$ cat config.mk
export PLATFORM = sky130hd
export DESIGN_NAME = pfac_top
export DESIGN_NICKNAME = d
export VERILOG_FILES = /design/src/design/pfac_pkg.sv /design/src/design/pfac_top.sv
export SDC_FILE = /design/constraint.sdc
export NUM_CORES = 1
export LEC_CHECK = 0
export ABC_AREA = 1
export BUFFER_PORTS_ARGS = -buffer_cell sky130_fd_sc_hd__buf_4
export CAP_MARGIN = 20
export CORE_UTILIZATION = 40
export DETAILED_ROUTE_END_ITERATION = 8
export PLACE_DENSITY = 0.66
export RECOVER_POWER = 25
export SYNTH_ARGS = -nofsm -noshare
export SYNTH_HDL_FRONTEND = slang
export SYNTH_SLANG_ARGS = --single-unit
$ cat constraint.sdc
create_clock -name ref_clk -period 4.3 [get_ports ref_clk]
set_clock_uncertainty 0.05 [all_clocks]
set_input_delay 0.215 -clock ref_clk [delete_from_list [all_inputs] [get_ports ref_clk]]
set_output_delay 0.215 -clock ref_clk [all_outputs]
set_load 0.05 [all_outputs]
$ cat src/design/pfac_pkg.sv
// Package for the program flash access controller.
// Holds register offsets, field positions, reset values and shared types.
package pfac_pkg;
   localparam int          PFAC_AW          = 12;
   localparam logic [11:0] OFF_CONTROL      = 12'h18C;
   localparam logic [11:0] OFF_UNLOCK       = 12'h18D;
   localparam logic [11:0] OFF_ADDR_LOW     = 12'h18E;
   localparam logic [11:0] OFF_ADDR_HIGH    = 12'h18F;
   localparam logic [11:0] OFF_DATA_LOW     = 12'h190;
   localparam logic [11:0] OFF_DATA_HIGH    = 12'h191;
   localparam logic [11:0] OFF_IRQ_STATUS   = 12'h1A0;
   localparam logic [11:0] OFF_IRQ_MASK     = 12'h1A1;
   localparam int          CTL_RD_BIT       = 0;
   localparam int          CTL_WR_BIT       = 1;
   localparam int          CTL_EN_BIT       = 2;
   localparam int          IRQ_RD_BIT       = 0;
   localparam int          IRQ_WR_BIT       = 1;
   localparam logic [7:0]  UNLOCK_FIRST     = 8'h55;
   localparam logic [7:0]  UNLOCK_SECOND    = 8'hAA;
   localparam logic [7:0]  RESET_BYTE       = 8'h00;
   localparam logic [7:0]  CTL_IMPL_MASK    = 8'h07;
   localparam logic [7:0]  ADH_IMPL_MASK    = 8'h03;
   localparam logic [7:0]  DTH_IMPL_MASK    = 8'h3F;
   localparam logic [7:0]  IRQ_IMPL_MASK    = 8'h03;
   localparam logic [31:0] WB_ZERO          = 32'h0000_0000;

   typedef enum logic [1:0] {UNL_IDLE, UNL_GOT55, UNL_ARMED} pfac_unl_t;
   typedef enum logic [1:0] {PF_IDLE, PF_READ, PF_WRITE} pfac_state_t;

   typedef struct packed {
      logic        req;
      logic        we;
      logic [9:0]  addr;
      logic [13:0] wdata;
   } pfac_flash_req_t;
endpackage : pfac_pkg

$ cat src/design/pfac_top.sv
// Program flash access controller: Wishbone slave registers and flash port.
// Assumes a flash array that answers a request with done, one or more cycles
// later, and a Wishbone master on the same clock.
`timescale 1ns/10ps
// Functional notes
// - Data-low byte, read and write, eight bits.
// - Address-low byte, read and write, eight bits.
// - Data-high keeps six bits, top two zero.
// - Address-high keeps two bits, rest zero.
// - Write trigger set-only, cleared when done.
// - Read trigger stays set until done, then hardware clears it.
// - Unlock register write-only, used for sequence.
module pfac_top
   import pfac_pkg::*;
(
   // Clock, reset and enable.
   input  wire logic             ref_clk,
   input  wire logic             rst_b,
   input  wire logic             clk_en,
   // Wishbone slave.
   input  wire logic             wb_cyc_i,
   input  wire logic             wb_stb_i,
   input  wire logic             wb_we_i,
   input  wire logic [PFAC_AW-1:0] wb_adr_i,
   input  wire logic [3:0]       wb_sel_i,
   input  wire logic [31:0]      wb_dat_i,
   output logic      [31:0]      wb_dat_o,
   output logic                  wb_ack_o,
   // Flash array port.
   output pfac_flash_req_t       flash_o,
   input  wire logic [13:0]      flash_rdata,
   input  wire logic             flash_done,
   // Interrupt.
   output logic                  irq
);
   logic [7:0]       adl_q, adl_d, adh_q, adh_d, dtl_q, dtl_d, dth_q, dth_d;
   logic             en_q, en_d, ack_q, ack_d, irq_q, irq_d;
   logic [1:0]       sts_q, sts_d, msk_q, msk_d;
   logic [31:0]      rdat_q, rdat_d;
   pfac_unl_t        unl_q, unl_d;
   pfac_state_t      st_q, st_d;
   pfac_flash_req_t  frq_q, frq_d;
   logic             acc, wr_acc, wr_trig, rd_trig;
   logic [7:0]       wbyte;

   function automatic logic hit(input logic [11:0] a, input logic [11:0] o);
      return a == o;
   endfunction : hit

   // Reads and writes build the flash word address the same way.
   function automatic logic [9:0] word_addr(input logic [7:0] hi,
                                            input logic [7:0] lo);
      return {hi[1:0], lo};
   endfunction : word_addr

   // Only a single new access is decoded; ack_q masks the held request.
   assign acc    = wb_cyc_i && wb_stb_i && !ack_q;
   assign wr_acc = acc && wb_we_i && wb_sel_i[0];
   assign wbyte  = wb_dat_i[7:0];
   assign rd_trig = wr_acc && hit(wb_adr_i, OFF_CONTROL)
                    && wbyte[CTL_RD_BIT] && st_q == PF_IDLE;
   assign wr_trig = wr_acc && hit(wb_adr_i, OFF_CONTROL) && !rd_trig
                    && wbyte[CTL_WR_BIT] && (en_q || wbyte[CTL_EN_BIT])
                    && unl_q == UNL_ARMED && st_q == PF_IDLE;

   always_comb begin
      adl_d  = adl_q;
      adh_d  = adh_q;
      dtl_d  = dtl_q;
      dth_d  = dth_q;
      en_d   = en_q;
      msk_d  = msk_q;
      sts_d  = sts_q;
      unl_d  = unl_q;
      st_d   = st_q;
      frq_d  = frq_q;
      ack_d  = acc;
      rdat_d = WB_ZERO;
      // Unmapped and write-only offsets fall through and read as zero.
      if (acc && !wb_we_i) begin
         if (hit(wb_adr_i, OFF_CONTROL))
            rdat_d[7:0] = {5'h00, en_q, st_q == PF_WRITE, st_q == PF_READ};
         else if (hit(wb_adr_i, OFF_ADDR_LOW))
            rdat_d[7:0] = adl_q;
         else if (hit(wb_adr_i, OFF_ADDR_HIGH))
            rdat_d[7:0] = adh_q & ADH_IMPL_MASK;
         else if (hit(wb_adr_i, OFF_DATA_LOW))
            rdat_d[7:0] = dtl_q;
         else if (hit(wb_adr_i, OFF_DATA_HIGH))
            rdat_d[7:0] = dth_q & DTH_IMPL_MASK;
         else if (hit(wb_adr_i, OFF_IRQ_STATUS))
            rdat_d[1:0] = sts_q;
         else if (hit(wb_adr_i, OFF_IRQ_MASK))
            rdat_d[1:0] = msk_q;
      end
      // Any access other than the two unlock writes breaks the sequence.
      if (acc) begin
         if (wr_acc && hit(wb_adr_i, OFF_UNLOCK)) begin
            if (wbyte == UNLOCK_FIRST)
               unl_d = UNL_GOT55;
            else if (wbyte == UNLOCK_SECOND && unl_q == UNL_GOT55)
               unl_d = UNL_ARMED;
            else
               unl_d = UNL_IDLE;
         end else begin
            unl_d = UNL_IDLE;
         end
      end
      if (wr_acc) begin
         if (hit(wb_adr_i, OFF_ADDR_LOW))
            adl_d = wbyte;
         if (hit(wb_adr_i, OFF_ADDR_HIGH))
            adh_d = wbyte & ADH_IMPL_MASK;
         if (hit(wb_adr_i, OFF_DATA_LOW) && st_q == PF_IDLE)
            dtl_d = wbyte;
         if (hit(wb_adr_i, OFF_DATA_HIGH) && st_q == PF_IDLE)
            dth_d = wbyte & DTH_IMPL_MASK;
         if (hit(wb_adr_i, OFF_CONTROL))
            en_d = wbyte[CTL_EN_BIT];
         if (hit(wb_adr_i, OFF_IRQ_MASK))
            msk_d = wbyte[1:0];
         if (hit(wb_adr_i, OFF_IRQ_STATUS))
            sts_d = sts_q & ~wbyte[1:0];
      end
      // One operation at a time: a trigger while busy is ignored, and a
      // read trigger wins over a write trigger set in the same byte.
      case (st_q)
         PF_IDLE: begin
            if (rd_trig) begin
               st_d  = PF_READ;
               frq_d = '{req: 1'b1, we: 1'b0,
                         addr: word_addr(adh_q, adl_q), wdata: 14'h0000};
            end else if (wr_trig) begin
               st_d  = PF_WRITE;
               frq_d = '{req: 1'b1, we: 1'b1,
                         addr: word_addr(adh_q, adl_q),
                         wdata: {dth_q[5:0], dtl_q}};
            end
         end
         PF_READ, PF_WRITE: begin
            // The request is a single pulse; address and word stay put.
            frq_d.req = 1'b0;
            if (flash_done) begin
               st_d = PF_IDLE;
               if (st_q == PF_READ) begin
                  dtl_d = flash_rdata[7:0];
                  dth_d = {2'b00, flash_rdata[13:8]};
                  sts_d[IRQ_RD_BIT] = 1'b1;
               end else begin
                  sts_d[IRQ_WR_BIT] = 1'b1;
               end
            end
         end
         default: st_d = PF_IDLE;
      endcase
      irq_d = |(sts_d & msk_d);
   end

   // Every output leaves from this bank, so none of them can glitch.
   always_ff @(posedge ref_clk or negedge rst_b) begin
      if (!rst_b) begin
         adl_q  <= RESET_BYTE;
         adh_q  <= RESET_BYTE;
         dtl_q  <= RESET_BYTE;
         dth_q  <= RESET_BYTE;
         en_q   <= 1'b0;
         msk_q  <= 2'b00;
         sts_q  <= 2'b00;
         unl_q  <= UNL_IDLE;
         st_q   <= PF_IDLE;
         frq_q  <= '0;
         ack_q  <= 1'b0;
         rdat_q <= WB_ZERO;
         irq_q  <= 1'b0;
      end else if (clk_en) begin
         adl_q  <= adl_d;
         adh_q  <= adh_d;
         dtl_q  <= dtl_d;
         dth_q  <= dth_d;
         en_q   <= en_d;
         msk_q  <= msk_d;
         sts_q  <= sts_d;
         unl_q  <= unl_d;
         st_q   <= st_d;
         frq_q  <= frq_d;
         ack_q  <= ack_d;
         rdat_q <= rdat_d;
         irq_q  <= irq_d;
      end
   end

   assign wb_dat_o = rdat_q;
   assign wb_ack_o = ack_q;
   assign flash_o  = frq_q;
   assign irq      = irq_q;
endmodule : pfac_top

# After elaboration in Yosys (flattened, before gate mapping)

Index checks and enable logic that the tools add are counted.
Widths: inputs -> output; s select.

Equal/unequal tests: 16
Mux-type cells: 37
Bitwise logic cells: 3
Reduce and logical (&&, ||, !) cells: 33

Operators with widths:

| operator            | number |
|---|---|
| $mux 8              | 15 |
| $eq 12x9->1 const B | 8 |
| $mux 26             | 2 |
| $mux 2              | 15 |
| $reduce_and 3->1    | 6 |
| $logic_and 1x1->1   | 17 |
| $eq 8x7->1 const B  | 1 |
| $eq 8x8->1 const B  | 1 |
| $and 2x2->2         | 2 |
| $eq 2x1->1 const B  | 2 |
| $eq 2x2->1 const B  | 2 |
| $mux 4              | 1 |
| $pmux 2 s2          | 1 |
| $reduce_bool 2->1   | 2 |
| $reduce_or 2->1     | 2 |
| $logic_not 1->1     | 3 |
| $ne 3x3->1 const B  | 1 |
| $logic_not 2->1     | 1 |
| $mux 1              | 2 |
| $ne 2x2->1 const B  | 1 |
| $not 2->2           | 1 |
| $pmux 1 s2          | 1 |
| $reduce_and 2->1    | 1 |
| $logic_or 1x1->1    | 1 |

Register bits: 71
Input port bits: 69
Output and inout bits: 60

# Logic depth before layout (Yosys ltp)

Word-level depth: 16
Gate-level depth with buffers: 13
Gate-level depth less buffers: 12

# Worst setup path after synthesis

Ideal clock, no wire load.

Path type: reg2reg
From: register ack_q (netlist: wb_ack_o)
To: register dtl_q[2]
Setup time: 123 ps
Arrival time: 1601 ps
Slack: 2526 ps
Cell stages (with the launch flop): 10
Path buffers: 1
Cells stage by stage: dfrtp_1 -> nor2_1 -> nand3_2 -> nor2_1 -> nand3_2 -> buf_6 -> nand2_1 -> o21ai_0 -> nor2_1 -> o21ai_1

Word-level cells in the longest chain between the ends: 8

RTL lines:

| element                          | RTL line        | source |
|---|---|---|
| start, declared                  | pfac_top.sv:37  | `logic en_q, en_d, ack_q, ack_d, irq_q, irq_d;` |
| start signal, assigned           | pfac_top.sv:186 | `ack_q <= ack_d;` |
| $logic_not 1->1 *                | pfac_top.sv:57  | `assign acc = wb_cyc_i && wb_stb_i && !ack_q;` |
| $logic_and 1x1->1 *              | pfac_top.sv:57  |  |
| $logic_and 1x1->1 * (2 in a row) | pfac_top.sv:58  | `assign wr_acc = acc && wb_we_i && wb_sel_i[0];` |
| $mux 8 *                         | pfac_top.sv:109 | `if (wr_acc) begin` |
| $mux 8                           | pfac_top.sv:145 | `if (st_q == PF_READ) begin` |
| $mux 8                           | pfac_top.sv:143 | `if (flash_done) begin` |
| $mux 8 *                         | pfac_top.sv:127 | `case (st_q)` |
| end signal, assigned             | pfac_top.sv:178 | `dtl_q <= dtl_d;` |
| end, declared                    | pfac_top.sv:36  | `logic [7:0] adl_q, adl_d, adh_q, adh_d, dtl_q, dtl_d, dth_q, dth_d;` |

Every way passes the cells marked *; elsewhere a longest branch is shown, timed or not.
A chain may end at the register's enable or synchronous reset.

# Worst setup path after layout

From: register st_q[0]
To: register frq_q (netlist bit flash_o[25])

Word-level cells in the longest chain between the ends: 10
Elaborated cells on any way between the ends: 16
Those cells by class: eq/ne: 3; mux: 2; reduce/logical: 11

RTL lines:

| element                        | RTL line                                        | source |
|---|---|---|
| start, declared                | pfac_top.sv:41                                  | `pfac_state_t st_q, st_d;` |
| start signal, assigned         | pfac_top.sv:184                                 | `st_q <= st_d;` |
| $logic_not 2->1                | pfac_top.sv:61, pfac_top.sv:64, pfac_top.sv:127 |  |
| $logic_and 1x1->1              | pfac_top.sv:61                                  | `&& wbyte[CTL_RD_BIT] && st_q == PF_IDLE;` |
| $logic_not 1->1                | pfac_top.sv:62                                  | `assign wr_trig = wr_acc && hit(wb_adr_i, OFF_CONTROL) && !rd_trig` |
| $logic_and 1x1->1              | pfac_top.sv:62                                  |  |
| $logic_and 1x1->1 (2 in a row) | pfac_top.sv:63                                  | `&& wbyte[CTL_WR_BIT] && (en_q \|\| wbyte[CTL_EN_BIT])` |
| $logic_and 1x1->1 (2 in a row) | pfac_top.sv:64                                  | `&& unl_q == UNL_ARMED && st_q == PF_IDLE;` |
| $ne 3x3->1 (no line)           | --                                              |  |
| $reduce_and 3->1 (no line)     | --                                              |  |
| end signal, assigned           | pfac_top.sv:185                                 | `frq_q <= frq_d;` |
| end, declared                  | pfac_top.sv:42                                  | `pfac_flash_req_t frq_q, frq_d;` |

Parallel ways exist; a longest one is shown, timed or not.

==> flow_summary.yaml <==
sta:
  relSlewSlack: -0.1500
  worstMarginPinSlew_ns: 1.725
  clock.fmax_ghz: 0.3966
  finalMaxSlewViolations: 70
  hold_slack_ns: 0.1231
  tns_ns: 0
  post-route-period-util: 0.5864
  setup_viol_count_final: 0
  fin_crit_ns: 2.521
  finalHoldViolations: 0
  rsz0062_at_grt: "false"
min_path:
  whs_path_depth: 3
  hold_path.class: "primary input to flop"
yosys:
  yosysWarnings: 0
  synth_area_leaders: "dfrtp_1 (45%), nand2_1 (14%), o21ai_0 (7.5%)"
  synthArstFlopShare: 1.000
  ys_ff_latch: 69
  synth_edf_count: 0
  yosys.area_share.xor_xnor: 0
  synthMuxAreaShare: 0
  ys.flop_type: "dfrtp_1"
  syn_inst: 501
  synth_compound_area_frac: 0.1397
  syn-cell-area_um2: 3806
  synth_adder_area_share: 0.009862
  synth_top_area_share: 0.4536
  avgSynthCellArea_um2: 7.597
  ys_seq_area_frac: 0.4536
  synth_top_family_by_area: "simple AND/OR/NAND/NOR gates"
  synth.distinct_cells: 34
  yosysTopAreaCell: "dfrtp_1"
  synth-simple-area-share: 0.2722
worst_setup_path:
  crit_family: "simple AND/OR/NAND/NOR gates"
  startpoint_type: "flop"
  crit_type: "flop to flop"
  cp.depth: 10
  reg2reg_depth: 10
  critPathBufInv: 4
  crit_chain: "inv_1 -> ha_1 -> inv_1 -> nor4_1 -> nand2_1 -> nand2_1 -> nand2_1 -> inv_4 -> o21ai_0 -> inv_1"
  cp_max_fo: 29
  cp.required_ns: 4.55
  cpPeakStageDelay_ns: 0.58
  crit_arrival_ns: 2.77
  cpMaxStageDelayCell: "nand2_1"
  end_kind: "flop"
detailed_routing:
  ant_nets: 0
  first_pass_iters: 6
  viasPerCell: 4.936
  totalWireLength_um: 10110
  vias: 3495
  drt-initial-drc-count: 261
  routedWlPerCell_um: 14.28
  drcViolationCount: 0
clocking:
  cts_tree: "done"
  cts_resized: 0
  cts_buffers: 9
  postCtsSetupBuffers: 0
  cts_root_buffer: "clkbuf_8"
  htree_levels: 3
  clkTransAtPathRegs_ns: 0.08
  insertion_delay_ns: 0.35
  cts_buffer_depth: 2
  clock-sinks: 69
  holdBufCountCts: 1
grt:
  antenna_found_initial: 0
  grtUsageTotal: 0.2131
  grt_max_degree: 70
  grt_pass1_wl_um: 16150
  grt_pass1_vias: 3213
  grt_overflow: 0
placement:
  dpl.cell_count: 691
  portBuffers: 77
  routabilityCongestion: 0.9035
  dp_hpwl_um: 7284
finish:
  drive_above_1_share: 0.1364
  fin_nets: 646
  nFillCells: 926
  final_cells: 708
  area_delta_synth_final_pct: 17.88
  diodes: 0
floorplanning:
  die_area_um2: 9909
  coreArea_um2: 9240
  fp.dieW_um: 99.55
  placementRows: 35
  ios: 129
  start_util: 0.4119
  die_h_um: 99.55
run_status:
  outcome: "complete, but fails checks"
  violations: "capacitance limit, slew limit"
power:
  cellPowerDensity_nw_per_um2: 327.9
  power_frac_clock: 0.448
  ir_worst_vdd_mv: 0.1327
  seqPwrFrac: 0.448
  switching_share: 0.2654
  internal_power_mw: 1.081
  p_leak_nw: 2.144
  power_switching_uw: 390.5
  pwr-share-comb: 0.104
job:
  drv_cap: 1
per-stage QoR:
stage | area [µm²] | worst slack (ns) | utilization | power, mW
finish | 4487 | 1.779 | 0.4856 | 1.471
CTS | 4624 | 1.748 | 0.5005 | 1.478
floorplan | 3892 | 2.526 | - | 0.7808
detailed placement | 4367 | 1.771 | 0.4726 | 0.8267
global placement | 4367 | 1.818 | 0.4726 | 0.8252
global route | 4487 | 1.494 | 0.4856 | 1.526
per-layer routing:
metal	wire length [µm]	track usage	up-vias
met5	0	0	-
met4	343	0.1131	0
met3	495	0.02952	23
met2	4606	0.3339	120
met1	4662	0.2873	1632
li1	-	-	1720
worst reg2reg max path, delay by kind of cell, from the launching register on:
family | cells | cell delay (ns)
flops | 1 | 0.40
compound gates | 1 | 0.12
fa+ha+maj | 1 | 0.21
buf+inv | 4 | 0.62
simple gates | 4 | 1.08
synthesized netlist by cell type, drive strengths merged, types with 2 or more instances:
library cell / count
a21oi: 4
o21bai: 3
inv: 54
nand2: 147
dfrtp: 69
ha: 3
nor2: 40
nor4: 4
nand4: 7
clkbuf: 4
buf: 35
o22ai: 2
a22oi: 3
nand3: 31
nor3: 5
o21ai: 85
sequential cells by signal (all words and copies together), names as in the netlist:
register / count
wb_dat_o: 8
dth_q: 6
msk_q: 2
unl_q: 2
adh_q: 2
sts_q: 2
flash_o: 26
dtl_q: 8
irq: 1
en_q: 1
st_q: 2
adl_q: 8
wb_ack_o: 1
power by group through the flow:
stage / Combinational (mW) / Clock [mW] / Sequential, mW
finish: 0.152 / 0.659 / 0.660
global placement: 0.152 / 0 / 0.673
CTS: 0.155 / 0.663 / 0.660
floorplan: 0.101 / 0 / 0.680
detailed placement: 0.154 / 0 / 0.673
global route: 0.165 / 0.700 / 0.661
placed cells by master, fill, tap and decap left out, types with 2 or more instances in the layout:
cell type / Yosys / final
inv_2: 3 / 3
conb_1: 1 / 24
nor2_2: 3 / 3
o21ai_1: 26 / 26
inv_1: 50 / 50
nor3_1: 3 / 3
dfrtp_1: 69 / 69
clkinv_4: 0 / 3
clkbuf_1: 4 / 36
nand2_1: 143 / 143
o22ai_1: 2 / 2
nand3_2: 3 / 3
nor2_4: 4 / 4
o21ai_2: 2 / 2
nor3_2: 2 / 2
a22oi_1: 3 / 3
buf_4: 24 / 40
nor4_1: 4 / 4
nand4_1: 7 / 7
bufinv_16: 0 / 3
clkbuf_8: 0 / 9
nand3_1: 28 / 28
o21bai_1: 3 / 3
ha_1: 3 / 3
o21ai_0: 57 / 57
a21oi_1: 4 / 4
nand2_2: 3 / 3
nor2_1: 33 / 33
kinds of logic after synthesis:
family                     count (synthesis)
DFF                                       69
buffers and inverters                     93
AOI/OAI and AO/OA                        100
other                                      1
and+or+nand+nor                          235
adders and majority gates                  3
worst paths after layout:
check                                         from                 endpoint  slack (ns)
setup / recovery               st_q[0]$_DFFE_PN0P_  flash_o[25]$_DFFE_PN0P_        1.78
hold / removal                      flash_rdata[4]     dtl_q[4]$_DFFE_PN0P_        0.12
setup reg to reg               st_q[0]$_DFFE_PN0P_  flash_o[25]$_DFFE_PN0P_        1.78
hold reg to reg            flash_o[24]$_DFFE_PN0P_  flash_o[24]$_DFFE_PN0P_        0.42
max in group asynchronous                    rst_b          irq$_DFFE_PN0P_        2.37
min in group asynchronous                    rst_b   flash_o[1]$_DFFE_PN0P_        0.79
area by class of cell:
cell class	instances	area, µm²	share of cell area
sequential	69	1727	0.3848
multi-input combinational	362	1695	0.3779
timing repair buffer	78	450.4	0.1004
inverter	54	205.2	0.04573
tap	129	161.4	0.03597
clock buffer	9	123.9	0.02761
clock inverter	7	123.9	0.02761
No activity file was read; power rests on OpenSTA's default activity.
